## src/hdl/ccc_map.svh

```systemverilog
// Register offsets, field positions, reset values and mode codes of the capture/compare unit
`ifndef CCC_MAP_SVH
`define CCC_MAP_SVH

`define CCC_ADDR_W 12
`define CCC_OFS_CONTROL 12'h000
`define CCC_OFS_TIMER3 12'h004
`define CCC_OFS_CAP_LOW 12'h008
`define CCC_OFS_CAP_HIGH 12'h00C
`define CCC_OFS_STATUS 12'h010

`define CCC_CFG_HI 7
`define CCC_CFG_LO 6
`define CCC_DUTY_HI 5
`define CCC_DUTY_LO 4
`define CCC_MODE_HI 3
`define CCC_MODE_LO 0
`define CCC_TBSEL_BIT 3
`define CCC_FLAG_BIT 0

`define CCC_CONTROL_RST 8'h00
`define CCC_TIMER3_RST 8'h00
`define CCC_TIMER3_WMASK 8'hBF
`define CCC_CAP_RST 16'h0000

`define CCC_MODE_OFF 4'h0
`define CCC_MODE_TOGGLE 4'h2
`define CCC_MODE_CAP_FALL 4'h4
`define CCC_MODE_CAP_RISE 4'h5
`define CCC_MODE_CAP_4 4'h6
`define CCC_MODE_CAP_16 4'h7
`define CCC_MODE_CMP_SET 4'h8
`define CCC_MODE_CMP_CLR 4'h9
`define CCC_MODE_CMP_SOFT 4'hA
`define CCC_MODE_CMP_SPECIAL 4'hB
`define CCC_MODE_PWM_TOP 2'h3

`define CCC_PRE4_LAST 4'h3
`define CCC_PRE16_LAST 4'hF

`define CCC_CFG_SINGLE 2'h0
`define CCC_CFG_FORWARD 2'h1
`define CCC_CFG_HALF 2'h2
`define CCC_CFG_REVERSE 2'h3

`endif

```

## src/hdl/ccc_pkg.sv

```systemverilog
// Types shared by the capture/compare unit and its surroundings
package ccc_pkg;

   typedef struct packed {
      logic a;
      logic b;
      logic c;
      logic d;
   } ccc_quad_type;

   typedef struct packed {
      logic [15:0] first;
      logic [15:0] second;
   } ccc_counts_type;

   typedef struct packed {
      logic first_reset;
      logic second_reset;
      logic adc_start;
   } ccc_trig_type;

endpackage

```

## src/hdl/ccc_unit.sv

```systemverilog
// Capture/compare control unit with APB register access
//
// Summary of operation
// - Special event resets second timer when selected
// - Special event starts conversion only if enabled
// - Software timer write beats special reset
// - Non-PWM modes leave outputs B, C, D free
// - PWM output configuration picks bridge arrangement
// - Duty value is capture low byte plus bits
// - Mode zero switches off and resets unit
// - Capture edge by mode, prescale four, sixteen
// - Compare toggle, set or clear pin, flag
// - Software interrupt mode only raises flag
// - Special event resets timer, conversion, flag
// - PWM mode bits set output polarity
// - Timebase bit picks first or second timer
// - Capture copies selected sixteen-bit count
// - Capture sets flag; software clears it
// - New capture overwrites unread old value
// - Edge detector watches pin even when driven
// - Prescaler cleared when off or leaving capture
// - Prescaler kept across prescale setting changes
//
// Chosen here: the APB register port and the register addresses.
`include "ccc_map.svh"
`timescale 1ns/1ns
`default_nettype none

module ccc_unit (
   // APB slave
   input wire logic pclk,
   input wire logic presetn,
   input wire logic [`CCC_ADDR_W-1:0] paddr,
   input wire logic psel,
   input wire logic penable,
   input wire logic pwrite,
   input wire logic [31:0] pwdata,
   output logic [31:0] prdata,
   output logic pready,
   output logic pslverr,
   // Timer and converter side
   input wire ccc_pkg::ccc_counts_type timer_counts,
   input wire logic second_timer_write,
   input wire logic adc_enabled,
   output ccc_pkg::ccc_trig_type trigger,
   output logic [7:0] timer3_control,
   // Pin side and PWM source
   input wire logic unit_pin_in,
   input wire logic pwm_modulated,
   input wire logic pwm_complement,
   output ccc_pkg::ccc_quad_type output_level,
   output ccc_pkg::ccc_quad_type output_drive,
   output logic [9:0] duty_value,
   output logic unit_event_flag
);
   import ccc_pkg::*;

   function automatic logic is_capture(input logic [3:0] m);
      is_capture = (m >= `CCC_MODE_CAP_FALL) && (m <= `CCC_MODE_CAP_16);
   endfunction
   function automatic logic is_compare(input logic [3:0] m);
      is_compare = (m == `CCC_MODE_TOGGLE) ||
                   ((m >= `CCC_MODE_CMP_SET) && (m <= `CCC_MODE_CMP_SPECIAL));
   endfunction
   function automatic logic is_pwm(input logic [3:0] m);
      is_pwm = (m[3:2] == `CCC_MODE_PWM_TOP);
   endfunction
   // Register state
   logic [7:0] unit_control;
   logic [15:0] capture_value_pair;
   logic [31:0] next_prdata;
   // Capture path state
   logic sync_meta;
   logic sync_level;
   logic level_prev;
   logic [3:0] presc_count;
   logic [3:0] next_presc_count;
   // Compare path state
   logic match_prev;
   logic cmp_out;
   logic next_cmp_out;
   logic [3:0] mode_prev;
   // Control fields
   wire [3:0] unit_mode_select = unit_control[`CCC_MODE_HI:`CCC_MODE_LO];
   wire [1:0] output_config_select = unit_control[`CCC_CFG_HI:`CCC_CFG_LO];
   wire [1:0] duty_low_bits = unit_control[`CCC_DUTY_HI:`CCC_DUTY_LO];
   wire timebase_select_bit = timer3_control[`CCC_TBSEL_BIT];

   // APB decode
   wire apb_phase = psel & penable;
   wire apb_done = apb_phase & pready;
   wire apb_write = apb_done & pwrite;
   wire hit_control = (paddr == `CCC_OFS_CONTROL);
   wire hit_timer3 = (paddr == `CCC_OFS_TIMER3);
   wire hit_cap_low = (paddr == `CCC_OFS_CAP_LOW);
   wire hit_cap_high = (paddr == `CCC_OFS_CAP_HIGH);
   wire hit_status = (paddr == `CCC_OFS_STATUS);
   wire addr_hit = hit_control | hit_timer3 | hit_cap_low | hit_cap_high | hit_status;
   wire wr_control = apb_write & hit_control;
   wire wr_timer3 = apb_write & hit_timer3;
   wire wr_cap_low = apb_write & hit_cap_low;
   wire wr_cap_high = apb_write & hit_cap_high;
   wire flag_clear = apb_write & hit_status & pwdata[`CCC_FLAG_BIT];
   wire [31:0] read_word =
      hit_control  ? {24'h000000, unit_control} :
      hit_timer3   ? {24'h000000, timer3_control} :
      hit_cap_low  ? {24'h000000, capture_value_pair[7:0]} :
      hit_cap_high ? {24'h000000, capture_value_pair[15:8]} :
      hit_status   ? {31'h00000000, unit_event_flag} : 32'h00000000;
   // Answer one cycle into the access phase; data sampled then
   always_comb begin
      next_prdata = prdata;
      if (apb_phase && !pready) begin
         next_prdata = read_word;
      end
   end

   always_ff @(posedge pclk or negedge presetn) begin
      if (!presetn) begin
         pready <= 1'b0;
         pslverr <= 1'b0;
         prdata <= 32'h00000000;
      end else begin
         pready <= apb_phase & ~pready;
         pslverr <= apb_phase & ~pready & ~addr_hit;
         prdata <= next_prdata;
      end
   end

   always_ff @(posedge pclk or negedge presetn) begin
      if (!presetn) begin
         unit_control <= `CCC_CONTROL_RST;
         timer3_control <= `CCC_TIMER3_RST;
      end else begin
         if (wr_control) begin
            unit_control <= pwdata[7:0];
         end
         if (wr_timer3) begin
            timer3_control <= pwdata[7:0] & `CCC_TIMER3_WMASK;
         end
      end
   end

   wire [15:0] sel_count = timebase_select_bit ? timer_counts.second : timer_counts.first;
   // two-stage synchroniser, edges from the second stage onward
   // pin level sampled regardless of who drives it
   always_ff @(posedge pclk or negedge presetn) begin
      if (!presetn) begin
         sync_meta <= 1'b0;
         sync_level <= 1'b0;
         level_prev <= 1'b0;
      end else begin
         sync_meta <= unit_pin_in;
         sync_level <= sync_meta;
         level_prev <= sync_level;
      end
   end
   wire pin_rise = sync_level & ~level_prev;
   wire pin_fall = ~sync_level & level_prev;
   wire in_capture = is_capture(unit_mode_select);
   wire mode_pre4 = (unit_mode_select == `CCC_MODE_CAP_4);
   wire mode_pre16 = (unit_mode_select == `CCC_MODE_CAP_16);
   wire presc_active = mode_pre4 | mode_pre16;
   // count kept on a prescale change, so a reached limit fires early
   wire presc_hit4 = mode_pre4 & (presc_count >= `CCC_PRE4_LAST);
   wire presc_hit16 = mode_pre16 & (presc_count >= `CCC_PRE16_LAST);
   wire capture_event =
      ((unit_mode_select == `CCC_MODE_CAP_FALL) & pin_fall) |
      ((unit_mode_select == `CCC_MODE_CAP_RISE) & pin_rise) |
      (pin_rise & (presc_hit4 | presc_hit16));

   always_comb begin
      next_presc_count = presc_count;
      if (!in_capture) begin
         next_presc_count = 4'h0;
      end else if (presc_active && pin_rise) begin
         if (presc_hit4 || presc_hit16) begin
            next_presc_count = 4'h0;
         end else begin
            next_presc_count = presc_count + 4'h1;
         end
      end
   end

   always_ff @(posedge pclk or negedge presetn) begin
      if (!presetn) begin
         presc_count <= 4'h0;
      end else begin
         presc_count <= next_presc_count;
      end
   end

   // copy count on capture; no overrun guard, capture beats a write
   always_ff @(posedge pclk or negedge presetn) begin
      if (!presetn) begin
         capture_value_pair <= `CCC_CAP_RST;
      end else if (capture_event) begin
         capture_value_pair <= sel_count;
      end else begin
         if (wr_cap_low) begin
            capture_value_pair[7:0] <= pwdata[7:0];
         end
         if (wr_cap_high) begin
            capture_value_pair[15:8] <= pwdata[7:0];
         end
      end
   end

   // Compare: one event per entry into a match, not every cycle it lasts
   wire match_now = is_compare(unit_mode_select) & (capture_value_pair == sel_count);
   wire match_event = match_now & ~match_prev;
   wire special_event = match_event & (unit_mode_select == `CCC_MODE_CMP_SPECIAL);
   wire mode_changed = (unit_mode_select != mode_prev);
   always_comb begin
      next_cmp_out = cmp_out;
      if (unit_mode_select == `CCC_MODE_OFF) begin
         next_cmp_out = 1'b0;
      end else if (mode_changed && unit_mode_select == `CCC_MODE_CMP_SET) begin
         next_cmp_out = 1'b0;
      end else if (mode_changed && unit_mode_select == `CCC_MODE_CMP_CLR) begin
         next_cmp_out = 1'b1;
      end else if (match_event) begin
         case (unit_mode_select)
            `CCC_MODE_TOGGLE: next_cmp_out = ~cmp_out;
            `CCC_MODE_CMP_SET: next_cmp_out = 1'b1;
            `CCC_MODE_CMP_CLR: next_cmp_out = 1'b0;
            default: next_cmp_out = cmp_out;
         endcase
      end
   end

   always_ff @(posedge pclk or negedge presetn) begin
      if (!presetn) begin
         match_prev <= 1'b0;
         cmp_out <= 1'b0;
         mode_prev <= `CCC_MODE_OFF;
      end else begin
         match_prev <= match_now;
         cmp_out <= next_cmp_out;
         mode_prev <= unit_mode_select;
      end
   end

   // sticky flag, set wins over a same-cycle clear
   // every compare match, software mode included, raises it
   always_ff @(posedge pclk or negedge presetn) begin
      if (!presetn) begin
         unit_event_flag <= 1'b0;
      end else begin
         unit_event_flag <= capture_event | match_event | (unit_event_flag & ~flag_clear);
      end
   end

   // reset goes to whichever timer is the time base
   // a coinciding second timer write suppresses the second timer reset
   // conversion only with the converter enabled
   always_ff @(posedge pclk or negedge presetn) begin
      if (!presetn) begin
         trigger <= '0;
      end else begin
         trigger.first_reset <= special_event & ~timebase_select_bit;
         trigger.second_reset <= special_event & timebase_select_bit & ~second_timer_write;
         trigger.adc_start <= special_event & adc_enabled;
      end
   end
   always_ff @(posedge pclk or negedge presetn) begin
      if (!presetn) begin
         duty_value <= 10'h000;
      end else begin
         duty_value <= {capture_value_pair[7:0], duty_low_bits};
      end
   end
   // Output steering
   wire in_pwm = is_pwm(unit_mode_select);
   wire pol_ac = unit_mode_select[1];
   wire pol_bd = unit_mode_select[0];
   wire cmp_drives_pin = (unit_mode_select == `CCC_MODE_TOGGLE) ||
                         (unit_mode_select == `CCC_MODE_CMP_SET) ||
                         (unit_mode_select == `CCC_MODE_CMP_CLR);
   ccc_quad_type raw_level;
   ccc_quad_type raw_drive;
   ccc_quad_type next_level;
   ccc_quad_type next_drive;

   // bridge arrangement; steering and dead band live outside
   always_comb begin
      raw_level = '0;
      raw_drive = '0;
      case (output_config_select)
         `CCC_CFG_SINGLE: begin
            raw_level = {4{pwm_modulated}};
            raw_drive = 4'hF;
         end
         `CCC_CFG_FORWARD: begin
            raw_level.a = 1'b1;
            raw_level.d = pwm_modulated;
            raw_drive = 4'hF;
         end
         `CCC_CFG_HALF: begin
            raw_level.a = pwm_modulated;
            raw_level.b = pwm_complement;
            raw_drive.a = 1'b1;
            raw_drive.b = 1'b1;
         end
         `CCC_CFG_REVERSE: begin
            raw_level.b = pwm_modulated;
            raw_level.c = 1'b1;
            raw_drive = 4'hF;
         end
         default: raw_drive = '0;
      endcase
   end

   // polarity per pair; config ignored outside PWM
   always_comb begin
      next_level = '0;
      next_drive = '0;
      if (in_pwm) begin
         next_level = raw_level ^ {pol_ac, pol_bd, pol_ac, pol_bd};
         next_drive = raw_drive;
      end else if (cmp_drives_pin) begin
         next_level.a = cmp_out;
         next_drive.a = 1'b1;
      end
   end

   always_ff @(posedge pclk or negedge presetn) begin
      if (!presetn) begin
         output_level <= '0;
         output_drive <= '0;
      end else begin
         output_level <= next_level;
         output_drive <= next_drive;
      end
   end
endmodule

`default_nettype wire

```

## config.mk

```make
export PLATFORM = sky130hd
export DESIGN_NAME = ccc_unit
export DESIGN_NICKNAME = d
export VERILOG_FILES = /design/src/hdl/ccc_pkg.sv /design/src/hdl/ccc_unit.sv
export VERILOG_INCLUDE_DIRS = /design/src /design/src/hdl
export SDC_FILE = /design/constraint.sdc
export NUM_CORES = 1
export LEC_CHECK = 0
export BUFFER_PORTS_ARGS = -buffer_cell sky130_fd_sc_hd__clkbuf_2
export CAP_MARGIN = 10
export CORE_UTILIZATION = 35
export DETAILED_ROUTE_END_ITERATION = 12
export HOLD_SLACK_MARGIN = 0.05
export PLACE_DENSITY = 0.61
export SKIP_CTS_REPAIR_TIMING = 1
export SLEW_MARGIN = 20
export SYNTH_ARGS = -nofsm -noshare
export SYNTH_HDL_FRONTEND = slang
export SYNTH_SLANG_ARGS = --single-unit
```

## constraint.sdc

```tcl
create_clock -name pclk -period 2.65 [get_ports pclk]
set_input_delay 0.1325 -clock pclk [delete_from_list [all_inputs] [get_ports pclk]]
set_output_delay 0.1325 -clock pclk [all_outputs]
set_load 0.03 [all_outputs]
```

* Word level (Yosys, flattened, before mapping) *
Cells that the tools add are included.

cells by class
  $add $sub $neg = 1
  $lt $le $gt $ge = 6
  equality and inequality tests = 19
  mux-type cells = 29
  bitwise operators = 46
  reductions and logical operators = 24

operator list
  kind                                                                count
  two-way mux 8 bit                                                   6
  two-way mux 16 bit                                                  2
  bitwise AND 1 bit                                                   26
  equality test 12 x 4 -> 1 bit (second input constant)               2
  equality test 16 bit                                                1
  equality test 4 x 3 -> 1 bit (second input constant)                4
  equality test 12 x 3 -> 1 bit (second input constant)               1
  equality test 12 x 5 -> 1 bit (second input constant)               1
  equality test 4 bit (second input constant)                         3
  zero test 12 bit                                                    1
  two-way mux 4 bit                                                   3
  two-way mux 1 bit                                                   10
  bitwise OR 1 bit                                                    10
  inverter 1 bit                                                      9
  greater-or-equal comparator 4 bit (second input constant)           2
  equality test 2 bit (second input constant)                         3
  logical AND 1 bit                                                   6
  two-way mux 3 bit                                                   2
  one-hot mux 1 bit (2 select lines)                                  3
  nonzero test 6 bit                                                  1
  OR reduction 2 bit                                                  3
  adder 4 x 1 -> 4 bit (second input constant)                        1
  equality test 4 x 2 -> 1 bit (second input constant)                1
  greater-or-equal comparator 4 x 2 -> 1 bit (second input constant)  1
  18 further kinds                                                    23

storage, ports and cells
  flip-flop bits (word level) = 100
  output and inout port bits = 64
  logic and storage cells = 152

* Depth between registers and ports, before layout *
  word-level depth = 9
  depth in mapped cells = 8
  depth with buffers taken out = 7

* Worst setup path after synthesis *
Ideal clock, no wire load.

  kind = register to register
  start = reg timer3_control[3]
  end = reg cmp_out
  arrival time = 1.851 ns
  required time = 2.517 ns
  slack = 0.666 ns
  stages on the path, launching flop included = 8
  path buffers = 1
  cell sequence = dfrtp_1 > buf_6 > mux2i_1 > xnor2_1 > nor4_1 > nand4_1 > o41ai_1 > a21oi_1

on the way
  cells in the longest elaborated chain, start to end = 6

ends and longest elaborated chain
  what                                  RTL line         source
  from (decl)                           ccc_unit.sv:46   output logic [7:0] timer3_control,
  from (signal assigned)                ccc_unit.sv:133  timer3_control <= `CCC_TIMER3_RST;
  from (signal assigned)                ccc_unit.sv:139  timer3_control <= pwdata[7:0] & `CCC_TIMER3_WMASK;
  two-way mux 16 bit                    ccc_unit.sv:144  wire [15:0] sel_count = timebase_select_bit ? timer_counts.second : timer_counts.first;
  equality test 16 bit                  ccc_unit.sv:210  wire match_now = is_compare(unit_mode_select) & (capture_value_pair == sel_count);
  bitwise AND 1 bit                     ccc_unit.sv:210
  bitwise AND 1 bit                     ccc_unit.sv:211  wire match_event = match_now & ~match_prev;
  nonzero test 4 bit (no source line)   -
  AND reduction 2 bit (no source line)  -
  to (signal assigned)                  ccc_unit.sv:239  cmp_out <= next_cmp_out;
  to (decl)                             ccc_unit.sv:80   logic cmp_out;

No other way between the ends.
A chain may end at the register's enable or synchronous reset.

* Worst setup path after layout *
Ends and elaborated chain as after synthesis.

==> impl.org <==
** Run status
- Status :: finished clean

** Global routing
- The number of antenna violations at the first check in global routing came to 0.
- Number of global-route vias before repair :: 2724
- Maximum number of pins on one net before global-route repair :: 76
- Global-route wire length before repair :: between 10000 and 15000 µm
- For this run the aggregate overflow at the end of global routing stands at 0.
- Global router's overall resource usage :: approximately 16%

** Synth
- Share of synthesized flip-flops with an asynchronous set or reset :: 100%
- Yosys printed 0 warnings.
- Mux contribution to synthesized area :: 20.5%
- Cell type contributing the most total cell area after synthesis :: dfrtp_1
- Count of flip-flops with a built-in enable after synthesis :: 0
- Mapped Cells :: roughly 350
- After synthesis, the mean cell area works out to 11.3 µm².
- Counting flops and latches in the post-synthesis netlist gives 75.
- Main flop type after synthesis :: dfrtp_1
- By count the netlist is led by 75 x dfrtp_1, 48 x mux2i_1, 27 x buf_4.
- Share of the synthesized area in the top cell type :: 47.7%
- Synth Area in XOR/XNOR :: 4.90%
- Yosys mapped the design onto 45 distinct sky130hd cell types.
- Adder and majority cell fraction of the synthesized area :: 1.91%
- Basic-gate share of the synthesized area counting and, or, nand and nor cells :: 11.1%
- Main combinational cell family by area after synthesis :: multiplexers
- Post-synthesis compound-gate area fraction :: 6.17%
- Yosys attributes the largest share of cell area to dfrtp_1 48%, mux2i_1 12%, buf_4 5.2%.
- After synthesis, flip-flops and latches occupy a little under half of the total area.
- The mapped netlist covers 0.00393 mm².
- dfrtp_1 is the most common cell in the netlist.

** Cells and area
- Number of antenna diodes :: 0
- Relative to the synthesized area, the layout overhead comes to 20.0%.
- Fraction of layout instances using a drive strength above 1 :: around a third
- Net count of the finished layout :: 544
- For this run, the number of standard cells in the final layout without fillers is 597.
- The filler cells instantiated in the layout total 1027.
- Summing all non-filler instances in the final layout gives an area of 0.00472 mm².

** Clock network
- After clock tree synthesis, the clock-pin slew on the worst setup and hold paths is 0.08 ns.
- Cell at the root of the clock tree :: clkbuf_8
- Maximum clock path buffer count :: 2
- Number of clock buffers inserted by TritonCTS :: 9
- TritonCTS built the clock tree.
- Worst-Skew Late Latency :: roughly 0.35 ns
- Number of sinks on the clock net :: between 70 and 80
- The H-tree generated during clock tree synthesis spans 3 levels.

** Timing
- Measured against its own limit, the worst slew margin works out to 37.5%.
- Clock skew on the completed layout was measured at approximately 0.011 ns.
- Summed over all failing endpoints, the final setup total negative slack is 0 ns.
- Setup violations remaining at the end of the flow were counted as 0.
- After layout, the worst path uses 81.0% of the clock period.
- Number of failing hold endpoints at the final stage :: 0
- Final-report max-slew violation count :: 0
- For this run, the top clock speed supported by timing is between 400 and 500 MHz.
- Worst slew pin tran :: 0.937 ns
- Setup repair after global routing left no endpoint under its margin.
- Final hold slack :: 0.0532 ns
- The worst path needs 2.15 ns of the cycle, external delays included.

** Drt
- In this run, the number of DRC markers left after iteration 0 of detailed routing was 156.
- After detailed routing, the number of vias per cell comes to 4.77.
- Post-detailed-route DRC marker count :: 0
- In this run the remaining antenna-violating nets after routing total 0.
- Sum of routed wire length over all layers :: roughly 9000 µm
- The first detailed-routing pass ran for 4 iterations.
- Detail-routed net length per standard cell :: 15.0 µm
- DR vias :: 2845

** Placed design
- Port buffering added 100 buffers.
- Final HPWL DP :: 6620 µm
- Placed Cells incl. Taps :: 579
- Area after DPL :: between 0.004 and 0.005 mm²
- GP Congestion :: 0.765

** Critical path
- Kind of cell with the highest combined delay on the critical path :: simple AND/OR/NAND/NOR gates
- The slowest stage of the critical path is the dfrtp_1 cell.
- Cell-by-cell trace of the critical path :: buf_4, mux2i_1, xnor2_1, nor4_1, nand4_1, a2111o_1, a21oi_1
- Path type of the worst setup path :: flip-flop to flip-flop
- Data arrives at the worst endpoint at 2.42 ns.
- Startpoint class of the critical path :: flip-flop
- Along the worst path, the maximum fanout reaches 13.
- STA classifies the critical path endpoint as a flip-flop.
- Required arrival time at the worst endpoint :: 2.93 ns
- On the worst path, the slowest cell contributes a delay of 0.35 ns.
- The number of buffers and inverters on the critical path is 1.

** Die
- Count of boundary I/O pins :: 150
- The die covers approximately 0.012 mm².
- Measured along the y axis, the die boundary spans 108 µm.
- Initial cell density of the core :: between 30% and 40%
- The die is 108 µm wide.
- The floorplan has 38 rows.
- CORE AREA :: 0.0109 mm²

** Worst hold path
- Classification of the worst-slack hold path :: input port to flip-flop

** Job
- Number of maximum-capacitance violations :: 0

** Power and ir drop
- Areal power density over the cells :: 483 mW/mm²
- Across the VDD grid, the largest voltage drop is ~190 µV.
- Total chip power :: 2.28 mW
- In this run the static leakage power is 2.35 nW.
[layout by cell type, fill, tap and decap left out, types with 2 or more instances in the layout]
| master | synthesis | layout |
|---|---|---|
| clkbuf_2 | 0 | 99 |
| nor2_1 | 17 | 17 |
| xnor2_1 | 15 | 15 |
| o21ai_0 | 18 | 18 |
| nor3b_1 | 2 | 2 |
| nor2b_1 | 3 | 3 |
| and2_1 | 2 | 2 |
| a21oi_1 | 11 | 11 |
| bufinv_16 | 0 | 2 |
| ha_1 | 6 | 6 |
| nand2b_1 | 4 | 4 |
| mux4_2 | 7 | 7 |
| inv_1 | 7 | 7 |
| nor4_1 | 5 | 5 |
| clkinv_2 | 0 | 2 |
| or3_1 | 2 | 2 |
| dfrtp_1 | 75 | 75 |
| buf_4 | 27 | 9 |
| nand3_1 | 5 | 5 |
| clkbuf_8 | 0 | 9 |
| xor2_1 | 7 | 7 |
| nand4_1 | 3 | 3 |
| conb_1 | 1 | 25 |
| nor2_2 | 2 | 2 |
| clkbuf_1 | 6 | 2 |
| mux2_2 | 15 | 15 |
| nand2_1 | 25 | 25 |
| mux2i_1 | 48 | 48 |
| and4_1 | 3 | 3 |
| nor3_1 | 8 | 8 |
| dlygate4sd3_1 | 0 | 2 |
[sequential cells by signal, indices dropped and copies added, names as in the netlist, 3 cells and up]
name	flops
capture_value_pair	16
duty_value	10
mode_prev	4
output_drive	3
output_level	4
prdata	8
presc_count	4
timer3_control	7
trigger	3
unit_control	8
[layer usage]
| layer | share of wire [%] | track usage, % | vias to the layer above |
|---|---|---|---|
| li1 | - | - | 1381 |
| met5 | 0 | 0 | - |
| met1 | 48 | 22.7 | 1348 |
| met2 | 46 | 25.2 | 102 |
| met3 | 4.5 | 2.29 | 14 |
| met4 | 1.5 | 6.75 | 0 |
[worst register-to-register path, cell delays in order (launching register included)]
cell	delay [ns]
dfrtp_1	0.35
buf_4	0.25
mux2i_1	0.34
xnor2_1	0.12
nor4_1	0.30
nand4_1	0.23
a2111o_1	0.34
a21oi_1	0.14
[cell type report]
| cell class | instances | area, µm² | share of cell area (%) |
|---|---|---|---|
| well taps | 140 | 175 | 3.71 |
| clock buffers | 11 | 131 | 2.79 |
| multi-input cells | 249 | 1850 | 39.2 |
| flip-flops and latches | 75 | 1880 | 39.8 |
| repair buffers | 110 | 583 | 12.4 |
| inverters | 7 | 26.3 | 0.557 |
| clock inverters | 5 | 77.6 | 1.64 |
[where the power goes]
group	switching (mW)	internal, mW	leakage, nW	total [mW]
Combinational	0.126	0.0588	1.23	0.185
Sequential	0.00230	1.15	1.02	1.15
Clock	0.416	0.528	0.103	0.944
[logic make-up after synthesis]
family | after synthesis
DFF | 75
xor gates and xnor gates | 22
adders and majority gates | 6
AOI/OAI and AO/OA | 40
buffers and inverters | 47
muxes | 70
and+or+nand+nor | 86
other | 1
[per-stage QoR]
| stage | setup WS, ns | util (%) |
|---|---|---|
| 2_1_floorplan | 0.666 | - |
| 3_3_place_gp | 0.501 | 41.2 |
| 3_5_place_dp | 0.511 | 41.2 |
| 4_1_cts | 0.481 | 43.1 |
| 5_1_grt | 0.314 | 43.3 |
| 6_report | 0.504 | 43.3 |
[final timing paths]
check / startpoint / cells past startpoint / end / slack, ns
max in group asynchronous: presetn / 2 / timer3_control[0] / 1.58
min reg2reg: sync_meta / 0 / sync_level / 0.35
max reg2reg: timer3_control[3] / 7 / cmp_out / 0.50
min in group asynchronous: presetn / 2 / sync_meta / 0.47
min: pwdata[7] / 3 / unit_control[7] / 0.05
max: timer3_control[3] / 7 / cmp_out / 0.50
Power figures use the tool's default switching activity.
